## config.mk

```make
export PLATFORM = sky130hd
export DESIGN_NAME = pm_irq_cause_regs
export DESIGN_NICKNAME = d
export VERILOG_FILES = /design/src/pm_irq_cause_regs.v
export VERILOG_INCLUDE_DIRS = /design/src
export SDC_FILE = /design/constraint.sdc
export NUM_CORES = 1
export LEC_CHECK = 0
export ABC_AREA = 1
export BUFFER_PORTS_ARGS = -buffer_cell sky130_fd_sc_hd__buf_4
export CAP_MARGIN = 10
export CORE_ASPECT_RATIO = 1.75
export CORE_MARGIN = 1
export CORE_UTILIZATION = 49
export DETAILED_ROUTE_END_ITERATION = 12
export MAX_ROUTING_LAYER = met4
export PLACE_DENSITY = 0.85
export SYNTH_ARGS = -nofsm -noshare
export SYNTH_HDL_FRONTEND = slang
export SYNTH_SLANG_ARGS = --single-unit
```

## constraint.sdc

```tcl
create_clock -name sys_clk_i -period 1.35 [get_ports sys_clk_i]
set_input_delay 0.0675 -clock sys_clk_i [delete_from_list [all_inputs] [get_ports sys_clk_i]]
set_output_delay 0.0675 -clock sys_clk_i [all_outputs]
set_load 0.005 [all_outputs]
```

## src/pm_regs_map.vh

```
// Register offsets, field positions and reset values of the power manager register bank
// Summary of operation
// - Next access writes named register, then relock
// - Enable-set ones set mask bits
// - Enable-clear ones clear mask bits
// - Mask view shows enables, resets zero
// - Pending bit sets on event, sticks
// - Pending-clear ones clear pending bits
// - Locked write raises access error bit 31
// - Wake event raises bit 8, cause recorded
// - Clock ready low from select write to done
// - Clock failure sets bit 0, fall back
// - Bit 10 low: flash waits core brownout
// - Bit 9 low: flash waits bandgap on wake
// - Bits 1-8 request clocks, reset 0x1fe
// - Bit 0 enables reset pin pull-up
// - Reset source bit 0 core power-on
// - Reset source bit 1 core brown-out
// - Bit 3 watchdog, bit 2 reset pin
// - Bit 8 processor software reset request
// - Bit 6 wake from backup mode
// - Bit 10 io power-on, 13 io brown-out
// - Wake source: 0-7 async, 16, 17
`ifndef PM_REGS_MAP_VH
`define PM_REGS_MAP_VH

// Register byte offsets
`define OFS_UNLOCK 10'h058
`define OFS_IRQ_ENABLE_SET 10'h0c0
`define OFS_IRQ_ENABLE_CLEAR 10'h0c4
`define OFS_IRQ_MASK_VIEW 10'h0c8
`define OFS_IRQ_PENDING 10'h0cc
`define OFS_IRQ_PENDING_CLEAR 10'h0d0
`define OFS_RAW_STATUS_FLAGS 10'h0d4
`define OFS_PERIPHERAL_POWER_CONTROL 10'h160
`define OFS_RESET_SOURCE 10'h180
`define OFS_WAKE_SOURCE 10'h184

// Unlock register fields
`define UNLOCK_KEY 8'haa
`define UNLOCK_KEY_MSB 31
`define UNLOCK_KEY_LSB 24
`define UNLOCK_ADDR_MSB 9

// Interrupt source bit positions
`define BIT_ACCESS_ERROR 31
`define BIT_WAKE 8
`define BIT_CLOCK_READY 5
`define BIT_CLOCK_FAILURE 0
`define IRQ_IMPL_MASK 32'h80000121

// Peripheral power control fields
`define PPC_RESET_PULLUP 0
`define PPC_REQ_CLK_LSB 1
`define PPC_REQ_CLK_MSB 8
`define PPC_SKIP_BANDGAP 9
`define PPC_SKIP_CORE_BOD 10
`define PPC_IMPL_MASK 32'h000007ff
`define PPC_RESET 32'h000001fe

// Implemented bits of the cause registers and the interrupt register reset value
`define RESET_SOURCE_MASK 32'h0000254f
`define WAKE_SOURCE_MASK 32'h000300ff
`define IRQ_RESET 32'h00000000

`endif

```

## src/pm_irq_cause_regs.v

```verilog
// Power manager interrupt, status, power control and cause register bank on the peripheral bus
`include "pm_regs_map.vh"

module pm_irq_cause_regs (
  // Clock and reset
  input wire sys_clk_i,
  input wire rst_n_i,
  // Peripheral bus slave
  input wire psel_i,
  input wire penable_i,
  input wire pwrite_i,
  input wire [9:0] paddr_i,
  input wire [31:0] pwdata_i,
  output reg [31:0] prdata_o,
  output wire pready_o,
  output wire pslverr_o,
  // Clock system events
  input wire clk_select_written_i,
  input wire clk_switch_done_i,
  input wire main_clock_fail_i,
  output reg main_clk_fallback_o,
  // Wake and reset cause sources
  input wire wake_event_i,
  input wire [31:0] wake_cause_i,
  input wire [31:0] reset_cause_i,
  // Flash power-up and wake-up gating
  input wire core_bod_ready_i,
  input wire bandgap_ready_i,
  output reg flash_powerup_go_o,
  output reg flash_wakeup_go_o,
  // Peripheral power control outputs
  output reg reset_pin_pullup_enable_o,
  output reg [7:0] request_clock_enable_o,
  output reg flash_skip_bandgap_wait_o,
  output reg flash_skip_core_brownout_wait_o,
  // Interrupt request
  output reg irq_o
);

  reg [31:0] mask_q;
  reg [31:0] mask_d;
  reg [31:0] pending_q;
  reg [31:0] pending_d;
  reg [31:0] ppc_q;
  reg [31:0] ppc_d;
  reg [31:0] reset_source_q;
  reg [31:0] wake_source_q;
  reg cause_taken_q;
  reg unlock_armed_q;
  reg unlock_armed_d;
  reg [9:0] unlock_addr_q;
  reg [9:0] unlock_addr_d;
  reg clk_ready_q;
  reg clk_ready_d;
  reg clk_fail_q;
  reg [31:0] raw_flags;
  reg [31:0] events;
  reg [31:0] rdata_d;
  wire access;
  wire wr;
  wire unlock_wr;
  wire prot_wr;
  wire prot_ok;

  // Zero-wait slave; no access is ever refused with an error
  assign pready_o = 1'b1;
  assign pslverr_o = 1'b0;

  // Transfer completes in the access phase
  assign access = psel_i & penable_i;
  assign wr = access & pwrite_i;
  assign unlock_wr = wr & (paddr_i == `OFS_UNLOCK);
  assign prot_wr = wr & (paddr_i == `OFS_PERIPHERAL_POWER_CONTROL);
  // A protected write passes only straight after an unlock naming it
  assign prot_ok = prot_wr & unlock_armed_q & (unlock_addr_q == paddr_i);

  // Write strobe of one register, selected by register offset
  function wr_hit;
    input [9:0] ofs;
    begin
      wr_hit = wr & (paddr_i == ofs);
    end
  endfunction

  // Ones in the written word clear the matching bits; zeros leave them alone
  function [31:0] clear_ones;
    input [31:0] old;
    input [31:0] ones;
    begin
      clear_ones = old & ~ones;
    end
  endfunction

  // Ones set the matching bits; shared by enable writes and event capture
  function [31:0] set_ones;
    input [31:0] old;
    input [31:0] ones;
    begin
      set_ones = old | ones;
    end
  endfunction

  // Unlock state: arms on a keyed write, dropped by any other access
  always @* begin
    unlock_armed_d = unlock_armed_q;
    unlock_addr_d = unlock_addr_q;
    if (unlock_wr) begin
      // Wrong key leaves the lock closed
      unlock_armed_d = (pwdata_i[`UNLOCK_KEY_MSB:`UNLOCK_KEY_LSB] == `UNLOCK_KEY);
      unlock_addr_d = pwdata_i[`UNLOCK_ADDR_MSB:0];
    end else if (access) begin
      unlock_armed_d = 1'b0;
    end
  end

  // Clock ready level: low from a select write until the switch is done
  always @* begin
    clk_ready_d = clk_ready_q;
    if (clk_switch_done_i) begin
      clk_ready_d = 1'b1;
    end
    if (clk_select_written_i) begin
      // A new select restarts the wait even if done arrives together
      clk_ready_d = 1'b0;
    end
  end

  // Events that set pending bits this cycle
  always @* begin
    events = 32'h00000000;
    events[`BIT_ACCESS_ERROR] = prot_wr & ~prot_ok;
    events[`BIT_WAKE] = wake_event_i;
    events[`BIT_CLOCK_READY] = clk_ready_d & ~clk_ready_q;
    events[`BIT_CLOCK_FAILURE] = main_clock_fail_i & ~clk_fail_q;
  end

  // Mask and pending updates; a new event beats a clear in the same cycle
  always @* begin
    mask_d = mask_q;
    pending_d = pending_q;
    if (wr_hit(`OFS_IRQ_ENABLE_SET)) begin
      mask_d = set_ones(mask_d, pwdata_i & `IRQ_IMPL_MASK);
    end
    if (wr_hit(`OFS_IRQ_ENABLE_CLEAR)) begin
      mask_d = clear_ones(mask_d, pwdata_i);
    end
    if (wr_hit(`OFS_IRQ_PENDING_CLEAR)) begin
      pending_d = clear_ones(pending_d, pwdata_i);
    end
    pending_d = set_ones(pending_d, events);
  end

  // Power control register accepts writes only through the unlock
  always @* begin
    ppc_d = ppc_q;
    if (prot_ok) begin
      ppc_d = pwdata_i & `PPC_IMPL_MASK;
    end
  end

  // Status flags, independent of the mask; error and wake bits mirror pending
  always @* begin
    raw_flags = 32'h00000000;
    raw_flags[`BIT_ACCESS_ERROR] = pending_q[`BIT_ACCESS_ERROR];
    raw_flags[`BIT_WAKE] = pending_q[`BIT_WAKE];
    raw_flags[`BIT_CLOCK_READY] = clk_ready_q;
    raw_flags[`BIT_CLOCK_FAILURE] = clk_fail_q;
  end

  // Read mux; write-only and unmapped offsets read zero
  always @* begin
    rdata_d = 32'h00000000;
    case (paddr_i)
      `OFS_IRQ_MASK_VIEW: rdata_d = mask_q;
      `OFS_IRQ_PENDING: rdata_d = pending_q;
      `OFS_RAW_STATUS_FLAGS: rdata_d = raw_flags;
      `OFS_PERIPHERAL_POWER_CONTROL: rdata_d = ppc_q;
      `OFS_RESET_SOURCE: rdata_d = reset_source_q;
      `OFS_WAKE_SOURCE: rdata_d = wake_source_q;
      default: rdata_d = 32'h00000000;
    endcase
  end

  // Interrupt enables; only the set and clear registers move them
  always @(posedge sys_clk_i or negedge rst_n_i) begin
    if (!rst_n_i) begin
      mask_q <= `IRQ_RESET;
    end else begin
      // Next value already merges set and clear writes
      mask_q <= mask_d;
    end
  end

  // Pending flags; sticky until software writes ones to the clear register
  always @(posedge sys_clk_i or negedge rst_n_i) begin
    if (!rst_n_i) begin
      pending_q <= `IRQ_RESET;
    end else begin
      // A new event beats a clear landing in the same cycle
      pending_q <= pending_d;
    end
  end

  // Power control word; starts with every request clock enabled
  always @(posedge sys_clk_i or negedge rst_n_i) begin
    if (!rst_n_i) begin
      ppc_q <= `PPC_RESET;
    end else begin
      // Changes only through an unlocked write
      ppc_q <= ppc_d;
    end
  end

  // Unlock flag; cleared by reset so a stale key never carries over
  always @(posedge sys_clk_i or negedge rst_n_i) begin
    if (!rst_n_i) begin
      unlock_armed_q <= 1'b0;
    end else begin
      // Lives for one access only
      unlock_armed_q <= unlock_armed_d;
    end
  end

  // Address named by the last unlock write
  always @(posedge sys_clk_i or negedge rst_n_i) begin
    if (!rst_n_i) begin
      unlock_addr_q <= 10'h000;
    end else begin
      // Only meaningful while the unlock flag is set
      unlock_addr_q <= unlock_addr_d;
    end
  end

  // Clock ready level; the clock running out of reset counts as settled
  always @(posedge sys_clk_i or negedge rst_n_i) begin
    if (!rst_n_i) begin
      clk_ready_q <= 1'b1;
    end else begin
      // A select write wins over a done in the same cycle
      clk_ready_q <= clk_ready_d;
    end
  end

  // Failure latch; holds until reset since the main clock is abandoned
  always @(posedge sys_clk_i or negedge rst_n_i) begin
    if (!rst_n_i) begin
      clk_fail_q <= 1'b0;
    end else begin
      // No software clear: a failed clock is never trusted again
      clk_fail_q <= clk_fail_q | main_clock_fail_i;
    end
  end

  // Read data registered in the setup phase so it is stable in the access phase
  always @(posedge sys_clk_i or negedge rst_n_i) begin
    if (!rst_n_i) begin
      prdata_o <= 32'h00000000;
    end else if (psel_i & ~penable_i & ~pwrite_i) begin
      // Held between reads; a write leaves the last read word in place
      prdata_o <= rdata_d;
    end
  end

  // Reset-time cause capture runs once, on the first edge after reset release
  always @(posedge sys_clk_i or negedge rst_n_i) begin
    if (!rst_n_i) begin
      cause_taken_q <= 1'b0;
    end else begin
      // Stays set until the next reset
      cause_taken_q <= 1'b1;
    end
  end

  // Reset source strap; later changes of the strap are ignored until reset
  always @(posedge sys_clk_i or negedge rst_n_i) begin
    if (!rst_n_i) begin
      reset_source_q <= 32'h00000000;
    end else if (!cause_taken_q) begin
      // Bits 0,1,2,3,6,8,10,13
      reset_source_q <= reset_cause_i & `RESET_SOURCE_MASK;
    end
  end

  // Wake source; the newest wake overwrites the older cause
  always @(posedge sys_clk_i or negedge rst_n_i) begin
    if (!rst_n_i) begin
      wake_source_q <= 32'h00000000;
    end else if (!cause_taken_q) begin
      wake_source_q <= wake_cause_i & `WAKE_SOURCE_MASK;
    end else if (wake_event_i) begin
      wake_source_q <= wake_cause_i & `WAKE_SOURCE_MASK;
    end
  end

  // Interrupt request; one cycle behind pending and mask, free of glitches
  always @(posedge sys_clk_i or negedge rst_n_i) begin
    if (!rst_n_i) begin
      irq_o <= 1'b0;
    end else begin
      // Level request, dropped once the cause is cleared or masked
      irq_o <= |(pending_q & mask_q);
    end
  end

  // Slow oscillator fallback follows the failure latch
  always @(posedge sys_clk_i or negedge rst_n_i) begin
    if (!rst_n_i) begin
      main_clk_fallback_o <= 1'b0;
    end else begin
      // Sticky like the latch it copies
      main_clk_fallback_o <= clk_fail_q;
    end
  end

  // Reset pin pull-up from power control bit 0
  always @(posedge sys_clk_i or negedge rst_n_i) begin
    if (!rst_n_i) begin
      reset_pin_pullup_enable_o <= 1'b0;
    end else begin
      // Off out of reset because the reset value leaves bit 0 clear
      reset_pin_pullup_enable_o <= ppc_q[`PPC_RESET_PULLUP];
    end
  end

  // Request clock enables, one bit per peripheral
  always @(posedge sys_clk_i or negedge rst_n_i) begin
    if (!rst_n_i) begin
      request_clock_enable_o <= 8'h00;
    end else begin
      // Touch in bit 0 up to regulator in bit 7
      request_clock_enable_o <= ppc_q[`PPC_REQ_CLK_MSB:`PPC_REQ_CLK_LSB];
    end
  end

  // Flash bandgap wait skip, exported as set
  always @(posedge sys_clk_i or negedge rst_n_i) begin
    if (!rst_n_i) begin
      flash_skip_bandgap_wait_o <= 1'b0;
    end else begin
      // High means the flash may resume without the bandgap
      flash_skip_bandgap_wait_o <= ppc_q[`PPC_SKIP_BANDGAP];
    end
  end

  // Flash core brown-out wait skip, exported as set
  always @(posedge sys_clk_i or negedge rst_n_i) begin
    if (!rst_n_i) begin
      flash_skip_core_brownout_wait_o <= 1'b0;
    end else begin
      // High means the flash may power up without the detector
      flash_skip_core_brownout_wait_o <= ppc_q[`PPC_SKIP_CORE_BOD];
    end
  end

  // Flash power-up gate; skipping the wait trades safety for start-up time
  always @(posedge sys_clk_i or negedge rst_n_i) begin
    if (!rst_n_i) begin
      flash_powerup_go_o <= 1'b0;
    end else begin
      // Proceeds when the wait is skipped or the detector is ready
      flash_powerup_go_o <= ppc_q[`PPC_SKIP_CORE_BOD] | core_bod_ready_i;
    end
  end

  // Flash wake-up gate; the bandgap must be ready unless the wait is skipped
  always @(posedge sys_clk_i or negedge rst_n_i) begin
    if (!rst_n_i) begin
      flash_wakeup_go_o <= 1'b0;
    end else begin
      // Proceeds when the wait is skipped or the bandgap is ready
      flash_wakeup_go_o <= ppc_q[`PPC_SKIP_BANDGAP] | bandgap_ready_i;
    end
  end

endmodule

```

After elaboration in Yosys (flattened, before gate mapping)
Index checks and enable logic that the tools add are counted.
Word-level totals
  output and inout bits: 49
  flip-flop bits (word level): 176
  input port bits: 117
  logic and storage cells: 72
Cells by class
  muxes and demuxes: 10
  bitwise gates (word level): 28
  reductions and logical operators: 2
  equality and inequality tests: 13
Operators with widths (number)
  $pmux 32 s6: 1
  $mux 32: 5
  $and 32x32->32: 3
  $or 32x32->32: 2
  $eq 10x8->1 const B: 6
  $not 32->32: 1
  $reduce_or 32->1: 1
  $eq 10x9->1 const B: 3
  $and 1x1->1: 14
  $eq 10x10->1: 1
  $eq 10x7->1 const B: 1
  $eq 8x8->1 const B: 1
  $not 1->1: 5
  $mux 1: 4
  $or 1x1->1: 3
  $ne 2x2->1 const B: 1
  $reduce_bool 2->1: 1

Depth between registers and ports, before layout
Gate-level depths: netlist of the first run.
  word-level depth: 8
  depth in mapped cells: 10
  mapped depth without buffers: 10

Worst setup path after synthesis of the first run
OpenSTA, ideal clock, no wires.
  path kind: register to register
  start: register cause_taken_q
  end: register wake_source_q[16]
  buffers on the path: 2
  arrival time: 1.176 ns
  cell stages (with the launch flop): 5
  clock period less this slack: 1.301 ns
  setup time: 0.125 ns
  path slack: 0.049 ns
  required time: 1.225 ns
  cell sequence: dfrtp_1 > buf_2 > nand2_1 > buf_2 > mux2_2
Between the ends
  cells in the longest elaborated chain, start to end: 1
  elaborated cells on any way between the ends: 2
  classes of those cells: 1 x eq/ne; 1 x mux
Ends and longest elaborated chain
  start, declared: RTL line pm_irq_cause_regs.v:48  | reg cause_taken_q;
  start signal, assigned: RTL line pm_irq_cause_regs.v:267  | cause_taken_q <= 1'b0;
  start signal, assigned: RTL line pm_irq_cause_regs.v:270  | cause_taken_q <= 1'b1;
  $ne 2x2->1 (no line) / $mux 32 (equally long branches)
  end signal, assigned: RTL line pm_irq_cause_regs.v:289  | wake_source_q <= wake_cause_i & `WAKE_SOURCE_MASK;
  end signal, assigned: RTL line pm_irq_cause_regs.v:291  | wake_source_q <= wake_cause_i & `WAKE_SOURCE_MASK;
  end, declared: RTL line pm_irq_cause_regs.v:47  | reg [31:0] wake_source_q;
Parallel ways exist; a longest one is shown, timed or not.
A chain may end at the register's enable or synchronous reset.

Worst setup path in the final report of the first run
  start: register unlock_addr_q[8]
  end: register ppc_q[0]
Between the ends
  cells in the longest elaborated chain, start to end: 2
Ends and longest elaborated chain
  start, declared: RTL line pm_irq_cause_regs.v:51  | reg [9:0] unlock_addr_q;
  start signal, assigned: RTL line pm_irq_cause_regs.v:230  | unlock_addr_q <= unlock_addr_d;
  $eq 10x10->1: RTL line pm_irq_cause_regs.v:75  | assign prot_ok = prot_wr & unlock_armed_q & (unlock_addr_q == paddr_i);
  $and 1x1->1: RTL line pm_irq_cause_regs.v:75
  end signal, assigned: RTL line pm_irq_cause_regs.v:207  | ppc_q <= `PPC_RESET;
  end signal, assigned: RTL line pm_irq_cause_regs.v:210  | ppc_q <= ppc_d;
  end, declared: RTL line pm_irq_cause_regs.v:44  | reg [31:0] ppc_q;
Every way passes these cells.

==> results_dict.tcl, run 1 <==
set metrics [dict create \
    synth_edf_count 0 \
    async_flop_share 1.00 \
    start_util 0.503 \
    synth-seq-cells 154 \
    insertion_delay_ns 0.43 \
    die_w_um 92.6 \
    yosys_warnings 0 \
    htreeDepth 4 \
    gr-usage-all-layers 0.313 \
    path_cells "nand2_1 > nand2_1 > nor2_1 > nand2_1 > nor2_4 > nand3_4 > buf_6 > nand2_1 > nand2_1" \
    avgSynthCellArea_um2 8.57 \
    viasPerCell 5.46 \
    numCtsBuffers 17 \
    leakagePower_uw 0.00543 \
    syn_inst 821 \
    dpl_worst_slack_ns -0.103 \
    clock_skew_ns 0.00897 \
    hold_path_class "input pin to flip-flop" \
    drv_cap 0 \
    placed_area_um2 8390 \
    fin_ws_ns -0.0802 \
    drive_above_1_share 0.254 \
    critical-path-max-stage-delay_ns 0.43 \
    ys_types 35 \
    place.port_buffers 117 \
    clkTransAtPathRegs_ns 0.07 \
    dr.pass1.iters 6 \
    end_kind "flip-flop" \
    die_h_um 161 \
    hold_ws_ns 0.00682 \
    crit_top_cell "nand2_1" \
    synthSimpleGateAreaFrac 0.214 \
    synth_compound_area_frac 0.106 \
    stdcell_area_um2 9670 \
    ant_nets 0 \
    required_ns 1.67 \
    die-area_um2 14900 \
    rsz0062_at_grt "true" \
    final_nets 1149 \
    worst-setup-path-type "flip-flop to flip-flop" \
    clk_path_buf_depth 2 \
    drc 0 \
    crit_arrival_ns 1.75 \
    core-area_um2 14000 \
    hpwl_mm 14.0 \
    dr.first_iter.drc_count 610 \
    wl_per_cell_um 17.9 \
    cts.sinks 154 \
    maxSlewViolCount 0 \
    crit_slowest_cell "dfrtp_1" \
    fmax_mhz 699 \
    vdd.ir_drop.worst_uv 963 \
    hold_viol_final 0 \
    period_share 1.06 \
    root_buffer "clkbuf_16" \
    worstHoldStart "penable_i" \
    rows 57 \
    p_per_area_nw_per_um2 1110 \
    synthesis.area_um2 7030 \
    violations "setup timing" \
    grt_pass1_vias 6828 \
    muxShareOfSynthArea 0.0224 \
    area.growth.synth_to_final_pct 37.4 \
    cp-startpoint "unlock_addr_q[8]" \
    gp_congestion 0.990 \
    synthFlopType "dfrtp_1" \
    synth-adder-area-share 0 \
    grt_pass1_wl_mm 34.1 \
    cp_max_fo 7 \
    synth_top_family_by_area "simple AND/OR/NAND/NOR gates" \
    synth-xor-area-share 0.00374 \
    outcome "finished, violations left" \
    ys_seq_area_frac 0.549 \
    vias 6688 \
    routed_wirelength_mm 22.0 \
    grt_start_max_net_pins 55 \
    worstSetupStartpointType "flip-flop" \
    rr_startpoint "unlock_addr_q[8]" \
    fin_crit_ns 1.43 \
    setup_viol 11 \
    num_io_pins 166 \
    grt_overflow_total 0 \
    antenna_found_initial 2 \
    cts_tree "yes" \
]
critical path, delay by kind of cell, from the launching register on:
family	cells	cell delay, ns
buf+inv	1	0.15
flops	1	0.43
simple gates	8	0.74
cells in the final DEF, fill, tap and decap left out, drive strengths merged, types with 4 or more instances in the layout:
master	synthesis	routed
dfstp	9	9
nand4	17	17
bufinv	0	4
dlygate4sd3	0	55
nand2	207	207
clkbuf	8	22
inv	146	147
mux2	14	14
o22ai	5	5
a21oi	22	22
nor3	6	6
nor2	68	68
a22o	6	6
nand3	43	43
buf	21	164
dfrtp	145	145
o21ai	86	86
cell usage after synthesis (6+ instances only):
master,instances,share of area
buf_2,11,0.0078
nor2_1,55,0.029
dfstp_2,9,0.034
nand3_1,41,0.029
inv_1,141,0.075
nand4_1,17,0.015
dfrtp_1,145,0.52
nor3_1,6,0.0043
o21ai_2,10,0.012
a22o_1,6,0.0075
mux2_2,14,0.022
a21oi_1,22,0.016
clkbuf_1,8,0.0043
o21ai_0,55,0.039
nand2_1,203,0.11
o21ai_1,21,0.015
nor2_2,7,0.0062
flip-flops by register name (all words and copies together), names as in the netlist, 8 cells and up, named ones only:
name,cells
mask_q,28
pending_q,32
ppc_q,11
prdata_o,32
request_clock_enable_o,8
reset_source_q,8
unlock_addr_q,10
wake_source_q,10
what timing repair did:
action,in CTS,in global routing
setup endpoints to repair,12,16
buffers inserted,2,0
hold buffers,56,0
pin swaps,6,1
cloned,1,0
gates resized for setup,7,6
endpoints found under the hold margin,212,0
per-layer routing:
layer / share of wire / GRT usage
met1: 0.33 / 0.319
met2: 0.52 / 0.531
met3: 0.071 / 0.0597
met4: 0.073 / 0.221
met5: 0 / -
stage by stage:
step	TNS (ns)	total power, uW	util	std cells
CTS	-0.00162	10700	0.691	1223
detailed placement	-1.00	5430	0.600	1132
global placement	-0.189	5420	0.600	1132
floorplan	0	5010	-	822
finish	-0.344	10700	0.691	1224
global route	-0.925	11000	0.691	1224
logic make-up after synthesis:
| family | count (synthesis) |
|---|---|
| buffers and inverters | 175 |
| AND/OR/NAND/NOR | 344 |
| flip-flops | 154 |
| XOR/XNOR | 3 |
| AO/OA/AOI/OAI | 129 |
| multiplexers | 14 |
| other | 2 |
power breakdown:
| part | internal [uW] | switching, uW |
|---|---|---|
| combinational | 378 | 408 |
| sequential | 4680 | 49.4 |
| clock | 3290 | 1890 |
worst paths after layout:
path                                              endpoint  slack [ns]  cells past startpoint
min in group asynchronous  flash_skip_core_brownout_wait_o        0.06                      2
max                                               ppc_q[0]       -0.08                      9
max in group asynchronous                         ppc_q[4]        0.70                      3
min reg2reg                            main_clk_fallback_o        0.40                      0
max reg2reg                                       ppc_q[0]       -0.08                      9
min                                         unlock_armed_q       0.007                      4
area by class of cell:
cell class                 count  area (um2)
fill                        1000        4310
antenna                        2        5.00
inverter                     146         548
timing repair buffer         220        1890
sequential                   154        3860
clock inverter                10         163
clock buffer                  22         484
tap                          177         221
multi-input combinational    493        2490
Note: power is estimated with default switching activity, not from simulation.
==> inputs of run 2 (changes only) <==
CORE_ASPECT_RATIO = unset   (was 1.75)
PLACE_DENSITY = 0.77   (was 0.85)
clock period = 1.23 ns   (was 1.35 ns; I/O delays follow)
==> run 2 against run 1 <==
Compared with the run above: the run still ends with setup timing left; design area is 1.6% higher; final cell count is 1.2% higher; first-iteration DRC count is 17% lower; die area is 0.13% lower; flip-flop and latch count stayed put; clock power is 3% higher; sequential share of layout area is 0.64 points lower; clock skew is 0.00061 ns lower; sequential power is 9.7% higher; critical path depth stayed put; fmax is 0.70% higher.
==> results_dict.tcl, run 2 (synthesis results as in run 1) <==
set metrics [dict create \
    diodes 0 \
    die_w_um 122 \
    fin_ws_ns -0.190 \
    die-area_um2 14800 \
    drv_cap 0 \
    routed_wirelength_mm 19.6 \
    root_buffer "clkbuf_16" \
    worstSetupStartpointType "flip-flop" \
    placed_cells 1146 \
    area.growth.synth_to_final_pct 39.6 \
    clock_skew_ns 0.00835 \
    numCtsBuffers 17 \
    period_share 1.15 \
    swShare 0.223 \
    final_nets 1163 \
    rows 43 \
    antenna_found_initial 0 \
    internal_power_uw 8860 \
    pwr-share-comb 0.078 \
    drc 0 \
    ant_nets 0 \
    insertion_delay_ns 0.43 \
    multi_input_area_um2 2520 \
    clk_path_buf_depth 2 \
    final_common_cell "nand2_1" \
    violations "setup timing" \
    start_util 0.505 \
    grt_start_max_net_pins 52 \
    end_kind "flip-flop" \
    vdd.ir_drop.worst_uv 1170 \
    htreeDepth 4 \
    rr_startpoint "unlock_addr_q[2]" \
    final_cells 1239 \
    reg2reg_depth 9 \
    dr.pass1.iters 5 \
    rsz0062_at_grt "true" \
    r2r_setup_slack_ns -0.19 \
    seqCellArea_um2 3860 \
    hold_path_depth 5 \
    clkPwrFrac 0.468 \
    cts.sinks 154 \
    viasPerCell 5.10 \
    gp_congestion 0.888 \
    pwr-share-seq 0.455 \
    grt_overflow_total 0 \
    gr-usage-all-layers 0.286 \
    grt_pass1_vias 6256 \
    holdPathEnd "unlock_armed_q" \
    fmax_mhz 704 \
    routed.top_layer "met4" \
    setup_viol 12 \
    die_h_um 122 \
    place.port_buffers 117 \
    worst-setup-path-type "flip-flop to flip-flop" \
    drive_above_1_share 0.267 \
    timing.rr.end "ppc_q[10]" \
    crit_arrival_ns 1.73 \
    leakagePower_uw 0.00551 \
    num_io_pins 166 \
    cts_tree "yes" \
    p_sw_uw 2540 \
    hpwl_mm 13.0 \
    wl_met1_mm 8.35 \
    grt_pass1_wl_mm 30.8 \
    outcome "finished, violations left" \
    required_ns 1.54 \
    p_per_area_nw_per_um2 1160 \
    n_fill_cell 1005 \
    vias 6324 \
    hold_viol_final 0 \
    most-common-layout-cells "192 x nand2_1, 163 x buf_4, 145 x dfrtp_1" \
    cp_max_fo 6 \
    wl_per_cell_um 15.8 \
    p_total_uw 11400 \
    clkTransAtPathRegs_ns 0.06 \
    core-area_um2 13900 \
    maxSlewViolCount 0 \
    wl_met2_mm 9.63 \
    wl_met3_mm 1.13 \
    finalSetupTns_ns -1.75 \
    worstHoldStart "penable_i" \
    reg_top3 "pending_q (32), prdata_o (32), mask_q (28)" \
    dr.first_iter.drc_count 506 \
    hold_path_class "input pin to flip-flop" \
    fin_crit_ns 1.42 \
]
[run 2: changes by cell type in the layout (fill, tap and decap cells not counted), moves of 2 or more]
| cell | change |
|---|---|
| nand2_2 | +6 |
| buf_12 | +3 |
| nand2_1 | -7 |
| dlygate4sd3_1 | +3 |
| buf_4 | +9 |
| bufinv_16 | -2 |
| diode_2 | -2 |
[run 2: worst max path at each step]
stage                                start                end  cells past startpoint  slack, ns
final                     unlock_addr_q[2]          ppc_q[10]                      9      -0.19
after detailed placement        paddr_i[0]       prdata_o[31]                     11      -0.16
after CTS                 unlock_addr_q[4]           ppc_q[9]                      9      -0.10
after global placement          paddr_i[0]       prdata_o[14]                      9      -0.12
after floorplan              cause_taken_q  wake_source_q[16]                      4       0.01
after global routing      unlock_addr_q[2]          ppc_q[10]                      9      -0.27
[run 2: metal layers]
| layer | GRT usage | vias up |
|---|---|---|
| li1 | - | 3027 |
| met1 | 0.358 | 2999 |
| met2 | 0.459 | 250 |
| met3 | 0.0459 | 48 |
| met4 | 0.124 | 0 |
| met5 | - | - |
[run 2: worst max-delay path, cell delays in order (launching register included)]
cell and delay, ns:
dfrtp_1 0.42, nand2_1 0.08, o21ai_1 0.06, nor2_1 0.10
nand2_1 0.09, nor2_4 0.15, nand3_4 0.12, buf_12 0.16
nand2_2 0.05, nand2_1 0.06
[run 2: area by class of cell]
type | count | area share
Clock buffer | 24 | 0.0511
Clock inverter | 8 | 0.0108
Tap cell | 180 | 0.0229
Sequential cell | 154 | 0.394
Multi-Input combinational cell | 493 | 0.257
Inverter | 146 | 0.0558
Timing Repair Buffer | 234 | 0.209
[run 2: stage by stage]
| step | worst slack [ns] | cell area, um2 | hold slack, ns | utilization |
|---|---|---|---|---|
| 3_3_place_gp | -0.120 | 8520 | -0.0492 | 0.612 |
| 5_1_grt | -0.269 | 9820 | 0.0724 | 0.705 |
| 2_1_floorplan | 0.0145 | 7050 | -0.234 | - |
| 3_5_place_dp | -0.158 | 8520 | -0.0465 | 0.612 |
| 4_1_cts | -0.105 | 9720 | 0.0580 | 0.698 |
| 6_report | -0.190 | 9820 | 0.0290 | 0.705 |
[run 2: power by group through the flow]
| stage | sequential, uW | clock [uW] | combinational (uW) |
|---|---|---|---|
| floorplan | 5260 | 0 | 247 |
| detailed placement | 5270 | 0 | 722 |
| global placement | 5270 | 0 | 714 |
| CTS | 5180 | 5370 | 874 |
| global route | 5190 | 5590 | 963 |
| finish | 5190 | 5330 | 885 |
[run 2: what timing repair did]
action	in CTS	in global routing
endpoints found under the hold margin	228	0
hold buffers	59	0
setup endpoints to repair	12	14
gates resized for setup	0	21
pin swaps	0	5
cloned	0	1
buffers inserted	0	2
